===== src/hw/acx_pkg.sv =====
package acx_pkg;

  // Register byte addresses on the processor bus.
  localparam logic [15:0] ACX_ADDR_MODE  = 16'hff78;
  localparam logic [15:0] ACX_ADDR_CTRL  = 16'hff79;
  localparam logic [15:0] ACX_ADDR_SHIFT = 16'hff7a;
  localparam logic [15:0] ACX_ADDR_IVAL  = 16'hff7b;
  localparam logic [15:0] ACX_ADDR_PTR   = 16'hff7c;
  localparam logic [15:0] ACX_ADDR_BUF   = 16'hff80;

  // Field positions of serial_mode_control.
  localparam int ACX_MODE_EN     = 7;
  localparam int ACX_MODE_ORDER  = 6;
  localparam int ACX_MODE_AUTO   = 5;
  localparam int ACX_MODE_IDLE   = 4;
  localparam int ACX_MODE_SEL_HI = 1;
  localparam int ACX_MODE_SEL_LO = 0;

  // Field positions of auto_transfer_control and auto_transfer_interval.
  localparam int ACX_CTRL_RX     = 7;
  localparam int ACX_CTRL_REP    = 6;
  localparam int ACX_CTRL_BUSY   = 3;
  localparam int ACX_IVAL_EN     = 7;
  localparam int ACX_IVAL_HI     = 4;

  // Writable bits of each register; reserved bits always read as zero.
  localparam logic [7:0] ACX_MODE_MASK  = 8'hf3;
  localparam logic [7:0] ACX_CTRL_WMASK = 8'hc0;
  localparam logic [7:0] ACX_IVAL_MASK  = 8'h9f;
  localparam logic [7:0] ACX_PTR_MASK   = 8'h0f;
  localparam logic [7:0] ACX_RESET_VAL  = 8'h00;

  // Clock select code for the external clock; codes 1..3 divide by 2**(code+1).
  localparam logic [1:0] ACX_SEL_EXT = 2'h0;

  // Index of the last bit of a byte.
  localparam logic [3:0] ACX_BIT_LAST = 4'h7;

  // Gap lengths in serial half periods.
  localparam logic [6:0] ACX_GAP_N0    = 7'h05;
  localparam logic [6:0] ACX_GAP_EXTRA = 7'h03;
  localparam logic [6:0] ACX_GAP_FREE  = 7'h01;

  // Engine states.
  typedef enum logic [1:0] {
    ACX_IDLE  = 2'b00,
    ACX_SHIFT = 2'b01,
    ACX_GAP   = 2'b10
  } acx_state_e;

endpackage


===== src/hw/acx_sclk_div.sv =====
`timescale 1ns/1ps
module acx_sclk_div
  import acx_pkg::*;
#(
  parameter int CW = 4
) (
  // Clock and reset.
  input  wire logic       sys_clk,
  input  wire logic       rstn,
  // Control.
  input  wire logic       run,
  input  wire logic [1:0] sel,
  // Half period enable.
  output logic            half_tick_q
);

  logic [CW-1:0] cnt_q;
  logic [CW-1:0] half_len;

  // A half period lasts 2**sel main clocks, so a full period is 2**(sel+1).
  assign half_len = CW'(1) << sel;

  // Free counter that emits one pulse per half period while running.
  always_ff @(posedge sys_clk or negedge rstn) begin
    if (!rstn) begin
      cnt_q       <= '0;
      half_tick_q <= 1'b0;
    end else if (!run) begin
      cnt_q       <= '0;
      half_tick_q <= 1'b0;
    end else if (cnt_q >= half_len - CW'(1)) begin
      cnt_q       <= '0;
      half_tick_q <= 1'b1;
    end else begin
      cnt_q       <= cnt_q + CW'(1);
      half_tick_q <= 1'b0;
    end
  end

endmodule // acx_sclk_div


===== src/hw/acx_ctrl.sv =====
// Behaviour
// - Port enable 0 stops shifting, clears bit counter, frees pins; 1 enables.
// - Bit order 0 sends MSB first, 1 sends LSB first.
// - Mode bit 0 is single byte, 1 adds automatic multi-byte transfer.
// - Disabled: idle control 0 frees clock pin, 1 drives it high.
// - Clock select 0 uses external clock, 1..3 divide main clock by 4/8/16.
// - Reset clears mode, automatic control and interval registers.
// - Disabled port leaves both data pins to port use, and the clock pin unless idle control is 1, no transfer.
// - Receive enable 0 keeps data-in pin a port pin, transmit only.
// - Repeat bit 0 gives one-shot, 1 gives repeat operation.
// - Busy set by shift write, cleared at end, suspend or one-shot; code sets it only in repeat mode and never clears it at end.
// - Busy flag at bit 3 is read-only.
// - Interval control 1 uses five-bit field for gap; 0 ignores field.
// - Gap is 2.5 periods for n=0, else n+1.5 periods.
// - Stop mode performs no transfer and pins act as ports.
// - Shift out on falling, sample on rising, stop after eight, interrupt.
// - Start only on write while enabled and clock stopped or high.
// - Engine moves up to 16 bytes, pointer holds count-1, decrements.
// - Bit order is done by reversing written data, shift fixed.
`timescale 1ns/1ps
module acx_ctrl
  import acx_pkg::*;
#(
  parameter int DEPTH = 16
) (
  // Clock and reset.
  input  wire logic        sys_clk,
  input  wire logic        rstn,
  // Processor byte bus.
  input  wire logic [15:0] cpu_addr,
  input  wire logic [7:0]  cpu_wdata,
  input  wire logic        cpu_wr,
  input  wire logic        cpu_bit_wr,
  input  wire logic [2:0]  cpu_bit_sel,
  input  wire logic        cpu_bit_val,
  input  wire logic        cpu_rd,
  output logic [7:0]       cpu_rdata_q,
  // Serial clock pin.
  input  wire logic        serial_clock_pin_in,
  output logic             serial_clock_pin_out_q,
  output logic             serial_clock_pin_oe_q,
  // Serial data pins.
  output logic             serial_data_out_pin_out_q,
  output logic             serial_data_out_pin_oe_q,
  input  wire logic        serial_data_in_pin_in,
  output logic             din_port_mode_q,
  // Transfer complete event.
  output logic             transfer_done_irq_q
);

  logic [7:0]  mode_q;
  logic [7:0]  ctrl_q;
  logic [7:0]  ival_q;
  logic        busy_q;
  logic [3:0]  ptr_q;
  logic [3:0]  ptr_start_q;
  logic [7:0]  sr_q;
  logic [3:0]  bit_cnt_q;
  logic        sck_q;
  logic        sclk_prev_q;
  logic [6:0]  gap_q;
  acx_state_e  state_q;
  logic [7:0]  buf_q [DEPTH];
  logic        port_en, lsb_first, auto_mode, idle_ctl, internal, din_own, rep;
  logic [1:0]  clk_sel;
  logic        wr_any, shift_wr, start, half_tick, fall_ev, rise_ev, din_bit;
  logic        byte_done, more;
  logic [6:0]  gap_len;
  logic [7:0]  rx_byte, rd_val;

  // Reverses the bit order of a byte.
  function automatic logic [7:0] acx_rev(input logic [7:0] v);
    logic [7:0] r;
    r = '0;
    for (int i = 0; i < 8; i++) begin
      r[i] = v[7-i];
    end
    return r;
  endfunction

  // Merges a whole-byte write or a single-bit write into a register value.
  function automatic logic [7:0] acx_merge(input logic [7:0] cur, input logic [7:0] wd,
                                           input logic full, input logic [2:0] bs,
                                           input logic bv);
    logic [7:0] r;
    r     = cur;
    r[bs] = bv;
    return full ? wd : r;
  endfunction

  // Control field decode.
  assign port_en   = mode_q[ACX_MODE_EN];
  assign lsb_first = mode_q[ACX_MODE_ORDER];
  assign auto_mode = mode_q[ACX_MODE_AUTO];
  assign idle_ctl  = mode_q[ACX_MODE_IDLE];
  assign clk_sel   = mode_q[ACX_MODE_SEL_HI:ACX_MODE_SEL_LO];
  assign internal  = clk_sel != ACX_SEL_EXT;
  assign din_own   = ctrl_q[ACX_CTRL_RX];
  assign rep       = ctrl_q[ACX_CTRL_REP];
  assign wr_any    = cpu_wr | cpu_bit_wr;
  assign shift_wr  = cpu_wr && (cpu_addr == ACX_ADDR_SHIFT);

  // A write starts a byte only when enabled and the clock is stopped or high.
  assign start = shift_wr && port_en && (state_q == ACX_IDLE) &&
                 (internal || serial_clock_pin_in);

  // Half period enables for the internal clock and the gap timer.
  acx_sclk_div u_div (
    .sys_clk     (sys_clk),
    .rstn        (rstn),
    .run         (port_en),
    .sel         (clk_sel),
    .half_tick_q (half_tick)
  );

  // Edge events come from the divider or from the external clock pin.
  assign fall_ev = internal ? (half_tick & sck_q) : (sclk_prev_q & ~serial_clock_pin_in);
  assign rise_ev = internal ? (half_tick & ~sck_q) : (~sclk_prev_q & serial_clock_pin_in);
  assign din_bit = din_own & serial_data_in_pin_in;
  assign rx_byte = {sr_q[6:0], din_bit};
  assign byte_done = (state_q == ACX_SHIFT) && rise_ev && (bit_cnt_q == ACX_BIT_LAST);
  assign more = auto_mode && ((ptr_q != 4'h0) || (rep && busy_q));

  // Gap length in half periods: 5 for n=0, 2n+3 otherwise, minimal when uncontrolled.
  assign gap_len = !ival_q[ACX_IVAL_EN] ? ACX_GAP_FREE :
                   (ival_q[ACX_IVAL_HI:0] == 5'h00) ? ACX_GAP_N0 :
                   {1'b0, ival_q[ACX_IVAL_HI:0], 1'b0} + ACX_GAP_EXTRA;

  // Mode register.
  always_ff @(posedge sys_clk or negedge rstn) begin
    if (!rstn) begin
      mode_q <= ACX_RESET_VAL;
    end else if (wr_any && cpu_addr == ACX_ADDR_MODE) begin
      mode_q <= acx_merge(mode_q, cpu_wdata, cpu_wr, cpu_bit_sel, cpu_bit_val) &
                ACX_MODE_MASK;
    end
  end

  // Automatic control register; the busy position is never stored here.
  always_ff @(posedge sys_clk or negedge rstn) begin
    if (!rstn) begin
      ctrl_q <= ACX_RESET_VAL;
    end else if (wr_any && cpu_addr == ACX_ADDR_CTRL) begin
      ctrl_q <= acx_merge(ctrl_q, cpu_wdata, cpu_wr, cpu_bit_sel, cpu_bit_val) &
                ACX_CTRL_WMASK;
    end
  end

  // Interval register.
  always_ff @(posedge sys_clk or negedge rstn) begin
    if (!rstn) begin
      ival_q <= ACX_RESET_VAL;
    end else if (wr_any && cpu_addr == ACX_ADDR_IVAL) begin
      ival_q <= acx_merge(ival_q, cpu_wdata, cpu_wr, cpu_bit_sel, cpu_bit_val) &
                ACX_IVAL_MASK;
    end
  end

  // Busy flag: set by a starting write in repeat mode, cleared on suspend or one-shot.
  always_ff @(posedge sys_clk or negedge rstn) begin
    if (!rstn) begin
      busy_q <= 1'b0;
    end else if (start && auto_mode && rep) begin
      busy_q <= 1'b1;
    end else if (!port_en || !auto_mode || !rep) begin
      busy_q <= 1'b0;
    end
  end

  // Byte pointer holds count minus one and steps down per byte.
  always_ff @(posedge sys_clk or negedge rstn) begin
    if (!rstn) begin
      ptr_q       <= 4'h0;
      ptr_start_q <= 4'h0;
    end else if (wr_any && cpu_addr == ACX_ADDR_PTR) begin
      ptr_q <= 4'(acx_merge({4'h0, ptr_q}, cpu_wdata, cpu_wr, cpu_bit_sel, cpu_bit_val) &
                  ACX_PTR_MASK);
    end else if (start && auto_mode) begin
      ptr_start_q <= ptr_q;
    end else if (byte_done && auto_mode) begin
      ptr_q <= (ptr_q != 4'h0) ? ptr_q - 4'h1 : ptr_start_q;
    end
  end

  // Byte buffer, one process per entry; received bytes overwrite sent ones.
  for (genvar i = 0; i < DEPTH; i++) begin : g_buf
    always_ff @(posedge sys_clk) begin
      if (wr_any && cpu_addr[15:4] == ACX_ADDR_BUF[15:4] && cpu_addr[3:0] == 4'(i)) begin
        buf_q[i] <= acx_merge(buf_q[i], cpu_wdata, cpu_wr, cpu_bit_sel, cpu_bit_val);
      end else if (byte_done && auto_mode && din_own && ptr_q == 4'(i)) begin
        buf_q[i] <= lsb_first ? acx_rev(rx_byte) : rx_byte;
      end
    end
  end

  // External clock pin history for edge detection.
  always_ff @(posedge sys_clk or negedge rstn) begin
    if (!rstn) begin
      sclk_prev_q <= 1'b1;
    end else begin
      sclk_prev_q <= serial_clock_pin_in;
    end
  end

  // Shift engine.
  always_ff @(posedge sys_clk or negedge rstn) begin
    if (!rstn) begin
      state_q                   <= ACX_IDLE;
      sr_q                      <= 8'h00;
      bit_cnt_q                 <= 4'h0;
      sck_q                     <= 1'b1;
      serial_data_out_pin_out_q <= 1'b0;
      gap_q                     <= 7'h00;
      transfer_done_irq_q       <= 1'b0;
    end else if (!port_en) begin
      state_q             <= ACX_IDLE;
      bit_cnt_q           <= 4'h0;
      sck_q               <= 1'b1;
      transfer_done_irq_q <= 1'b0;
    end else begin
      transfer_done_irq_q <= 1'b0;
      case (state_q)
        ACX_IDLE: begin
          if (start) begin
            sr_q      <= auto_mode ? (lsb_first ? acx_rev(buf_q[ptr_q]) : buf_q[ptr_q])
                                   : (lsb_first ? acx_rev(cpu_wdata) : cpu_wdata);
            bit_cnt_q <= 4'h0;
            state_q   <= ACX_SHIFT;
          end
        end
        ACX_SHIFT: begin
          if (fall_ev) begin
            serial_data_out_pin_out_q <= sr_q[7];
            sck_q                     <= 1'b0;
          end
          if (rise_ev) begin
            sr_q      <= rx_byte;
            bit_cnt_q <= bit_cnt_q + 4'h1;
            sck_q     <= 1'b1;
          end
          if (byte_done) begin
            bit_cnt_q <= 4'h0;
            if (more) begin
              gap_q   <= gap_len;
              state_q <= ACX_GAP;
            end else begin
              transfer_done_irq_q <= 1'b1;
              state_q             <= ACX_IDLE;
            end
          end
        end
        ACX_GAP: begin
          if (!auto_mode) begin
            state_q <= ACX_IDLE;
          end else if (half_tick) begin
            if (gap_q <= 7'h01) begin
              sr_q    <= lsb_first ? acx_rev(buf_q[ptr_q]) : buf_q[ptr_q];
              state_q <= ACX_SHIFT;
            end else begin
              gap_q <= gap_q - 7'h01;
            end
          end
        end
        default: begin
          state_q <= ACX_IDLE;
        end
      endcase
    end
  end

  // Pin ownership and drive.
  always_ff @(posedge sys_clk or negedge rstn) begin
    if (!rstn) begin
      serial_clock_pin_out_q   <= 1'b1;
      serial_clock_pin_oe_q    <= 1'b0;
      serial_data_out_pin_oe_q <= 1'b0;
      din_port_mode_q          <= 1'b1;
    end else begin
      serial_clock_pin_out_q   <= port_en ? sck_q : 1'b1;
      serial_clock_pin_oe_q    <= port_en ? internal : idle_ctl;
      serial_data_out_pin_oe_q <= port_en;
      din_port_mode_q          <= !(port_en && din_own);
    end
  end

  // Read value decode.
  always_comb begin
    rd_val = 8'h00;
    if (cpu_addr == ACX_ADDR_MODE) begin
      rd_val = mode_q;
    end else if (cpu_addr == ACX_ADDR_CTRL) begin
      rd_val                = ctrl_q;
      rd_val[ACX_CTRL_BUSY] = busy_q;
    end else if (cpu_addr == ACX_ADDR_IVAL) begin
      rd_val = ival_q;
    end else if (cpu_addr == ACX_ADDR_SHIFT) begin
      rd_val = lsb_first ? acx_rev(sr_q) : sr_q;
    end else if (cpu_addr == ACX_ADDR_PTR) begin
      rd_val = {4'h0, ptr_q};
    end else if (cpu_addr[15:4] == ACX_ADDR_BUF[15:4]) begin
      rd_val = buf_q[cpu_addr[3:0]];
    end
  end

  // Read data register, updated on each read strobe.
  always_ff @(posedge sys_clk or negedge rstn) begin
    if (!rstn) begin
      cpu_rdata_q <= 8'h00;
    end else if (cpu_rd) begin
      cpu_rdata_q <= rd_val;
    end
  end
endmodule // acx_ctrl


===== config.mk =====
export PLATFORM = sky130hd
export DESIGN_NAME = acx_ctrl
export DESIGN_NICKNAME = d
export VERILOG_FILES = /design/src/hw/acx_pkg.sv /design/src/hw/acx_sclk_div.sv /design/src/hw/acx_ctrl.sv
export SDC_FILE = /design/constraint.sdc
export NUM_CORES = 1
export LEC_CHECK = 0
export ABC_AREA = 1
export ABC_CLOCK_PERIOD_IN_PS = 3600
export BUFFER_PORTS_ARGS = -buffer_cell sky130_fd_sc_hd__buf_4
export CAP_MARGIN = 30
export CORE_MARGIN = 2
export CORE_UTILIZATION = 60
export CTS_BUF_LIST = sky130_fd_sc_hd__clkbuf_8
export DETAILED_ROUTE_END_ITERATION = 7
export GPL_TIMING_DRIVEN = 0
export PLACE_DENSITY_LB_ADDON = 0.05
export SYNTH_ARGS = -nofsm -noshare
export SYNTH_HDL_FRONTEND = slang
export SYNTH_HIERARCHICAL = 1
export SYNTH_SLANG_ARGS = --single-unit

===== constraint.sdc =====
create_clock -name sys_clk -period 3.6 [get_ports sys_clk]
set_clock_uncertainty 0.1 [all_clocks]
set_input_delay 0.18 -clock sys_clk [delete_from_list [all_inputs] [get_ports sys_clk]]
set_output_delay 0.18 -clock sys_clk [all_outputs]
set_load 0.05 [all_outputs]

==> run_results.csv <==
group,metric,value,unit
grt,via_count_of_the_first_global_routing_pass,13590,
clock_tree,clock_insertion_delay_worst_skew,530,ps
synthesis,number_of_flip_flops_and_latches_in_the_synthesized_netlist,193,
synthesis,synth_edf_count,128,
pwr,p_total,4.479,mW
clock_tree,path_clk_slew,110,ps
floorplan,die_height,158.1,um
clock_tree,clock_sink_count,193,
sta,final.min_clock_period,3269,ps
floorplan,core-area,0.02340,mm2
synthesis,yosysWarnings,6,
layout,final.fill_count,2123,
clock_tree,postCtsSetupRepairBufs,0,
setup_path,crit_path_start_kind,"register",
placement,placed_cells,2313,
setup_path,crit_required,3900,ps
layout,layoutNonFillerInstCount,2352,
sta,achievable-frequency,0.3059,GHz
pwr,power.density_cell_area,289.2,mW/mm2
pwr,p_leak,7.262,nW
sta,hold_viol_final,0,
clock_tree,ctsLongestPathBuffers,2,
floorplan,die_area,0.02498,mm2
worst_hold_path,holdCritPathClass,"input port to register",
setup_path,path_max_fanout,12,
drt,routed_via_density,6.274,
layout,nNetsFinal,2072,
synthesis,yosys_most_used_dff,"edfxtp_1",
setup_path,cp.arrival,3570,ps
drt,drt_drc_violations_left,0,
sta,setup_total_negative_slack,0,ps
layout,layout-area-overhead-vs-synth,8.733,%
synthesis,post_synth_instance_area,0.01424,mm2
placement,detailed_place_hpwl,40.95,mm
sta,timing.final.crit_share,0.9080,
job,cap_violations,0,
synthesis,synth_net_count,1998,
floorplan,dieWidth,158.1,um
sta,relSlewSlack,0.2073,
drt,via_count,14760,
setup_path,critPathKind,"register to register",
synthesis,share_of_synthesized_registers_carrying_an_async_set_or_reset,0.3368,
grt,grt.overflow.total,0,
drt,antenna_violating_nets_post_route,0,
synthesis,synth_area_per_cell,7.326,um2
setup_path,end_kind,"register",
synthesis,synthDistinctLibCells,54,
sta,maxSlewViolCount,0,
grt,number_of_antenna_violations_at_the_first_check_in_global_routing,2,
grt,wire_length_of_the_first_global_routing_pass,81.51,mm
synthesis,syn_inst,1944,
outcome,status,"finished clean",
floorplan,top_ports,49,
floorplan,row_count,56,
clock_tree,cts-htree-levels,4,
drt,detail_route.iter0.violations,2277,
clock_tree,clock_tree.root_cell,"clkbuf_8",
floorplan,floorplan.initialDensity,0.6085,
synthesis,synth_sequential_area_ratio,0.3845,
sta,worstMarginPinSlew,1189,ps
drt,firstDrtPassIters,7,
clock_tree,tritoncts_clock_tree,"built",
drt,wire_per_inst,23.90,um
sta,timing.final.setup_violations,0,
sta,rsz0062_at_grt,"false",
clock_tree,cts-buffers-inserted,17,
placement,gp_routability_congestion,1.127,
grt,maximum_number_of_pins_on_one_net_before_global_route_repair,66,
drt,wl,56.22,mm
sta,hold_ws,16.13,ps
grt,grt_usage,0.4556,
placement,portBuffers,47,
pwr,vdd_ir_drop_max,0.2182,mV
layout,fraction_of_final_layout_cells_with_drive_strength_greater_than_1,0.1512,
## worst max-delay path, stage by stage, from the launching register on
cell and delay (ps):
dfrtp_1 410, buf_2 200, inv_2 250, buf_2 420, ha_1 220, inv_1 120
nor2_2 530, nand2_1 110, nand2_1 80, inv_1 70, a31oi_1 140, nor2_1 130
buf_2 200, o21ai_0 90, o21ai_1 80
## final cells by class
type                            instances  area (um2)  area share
Antenna cell                            2       5.005   0.0003232
Sequential cell                       193        5475      0.3536
Clock buffer                           17       234.0     0.01511
Tap cell                              319       399.1     0.02578
Clock inverter                         15       175.2     0.01131
Buffer                                114       710.7     0.04590
Inverter                              241       918.4     0.05931
Multi-Input combinational cell       1396        7137      0.4609
Timing Repair Buffer                   55       430.4     0.02780
## synthesized netlist by cell type (2+ instances only)
library cell	instances	share of area
nand4_4	8	0.012
nand3_4	10	0.012
o21ai_2	61	0.038
nand2_2	15	0.0066
dfrtp_1	61	0.11
a22oi_1	13	0.0069
or2_2	3	0.0013
edfxtp_1	128	0.27
o22ai_2	2	0.0018
xor2_1	4	0.0025
inv_1	227	0.060
nor3_1	14	0.0049
a31oi_1	6	0.0026
buf_1	6	0.0016
xnor2_1	3	0.0018
nand3_1	105	0.037
buf_4	7	0.0037
o211ai_1	3	0.0016
dfstp_2	4	0.0074
nor2_2	9	0.0040
nor2_1	90	0.024
o22ai_1	43	0.019
a21oi_1	46	0.016
inv_2	12	0.0032
or2_1	3	0.0013
clkbuf_1	36	0.0095
nand3_2	2	0.0014
nand2_1	619	0.16
nand4_1	8	0.0035
ha_1	19	0.017
buf_6	28	0.022
buf_2	36	0.013
o21ai_1	83	0.029
nand2_4	7	0.0055
nor2_8	3	0.0042
nor2_4	7	0.0055
o21ai_0	196	0.069
## state kept, by name, summed over array words and instances, names as in the netlist, 2 cells and up
name         flops
buf_q          128
cpu_rdata_q      8
sr_q             8
gap_q            7
ival_q           6
mode_q           6
bit_cnt_q        4
ptr_q            4
ptr_start_q      4
u_div/cnt_q      4
ctrl_q           2
state_q          2
## power breakdown
part	internal, mW	total, mW	switching, mW
Clock	0.638	1.58	0.946
Combinational	0.142	0.516	0.374
Sequential	2.38	2.38	0.00227
Total	3.16	4.48	1.32
## through the flow
stage / worst slack (ps) / cell area, um2 / util
2_1_floorplan: 1232 / 14240 / -
3_3_place_gp: 528.1 / 14990 / 0.6407
3_5_place_dp: 442.6 / 15020 / 0.6419
4_1_cts: 429.1 / 15470 / 0.6611
5_1_grt: 233.5 / 15480 / 0.6615
6_report: 331.3 / 15480 / 0.6617
## cell families after synthesis
logic type | count (synthesis) | share of synthesized area
XOR/XNOR | 7 | 0.004305
other | 1 | 0.0002633
AND/OR/NAND/NOR | 907 | 0.2908
buffers and inverters | 355 | 0.1144
multiplexers | 1 | 0.0007907
flip-flops | 193 | 0.3845
AO/OA/AOI/OAI | 461 | 0.1883
adder cells (fa/ha/maj) | 19 | 0.01669
## layer usage
metal / track usage / vias up / wire [um]
met3: 0.1413 / 259 / 8531
li1: - / 6538 / -
met5: 0 / - / 0
met1: 0.6129 / 6804 / 20830
met2: 0.6400 / 1155 / 23020
met4: 0.2784 / 0 / 3839
## worst paths after layout
check,startpoint,endpoint,slack (ps),cells after the start
setup / recovery,ptr_q[1],gap_q[0],330,14
setup reg to reg,ptr_q[1],gap_q[0],330,14
min in group asynchronous,rstn,u_div/cnt_q[2],190,2
hold / removal,cpu_wdata[5],sr_q[5],20,7
hold reg to reg,cpu_rdata_q[3],cpu_rdata_q[3],390,2
max in group asynchronous,rstn,cpu_rdata_q[6],2650,2
## placed cells by master (no fill, tap or decap), drive strengths merged, types with 45 or more instances in the layout
cell / instances
dfrtp: 61
edfxtp: 128
nand2: 642
inv: 245
nor2: 109
o22ai: 45
buf: 128
a21oi: 47
nand3: 117
clkbuf: 54
o21ai: 340
## repair_timing
item / in CTS / in global routing
hold buffers: 4 / 0
gates resized for setup: 0 / 0
hold endpoints to repair: 67 / 0
No activity file was read; power rests on OpenSTA's default activity.
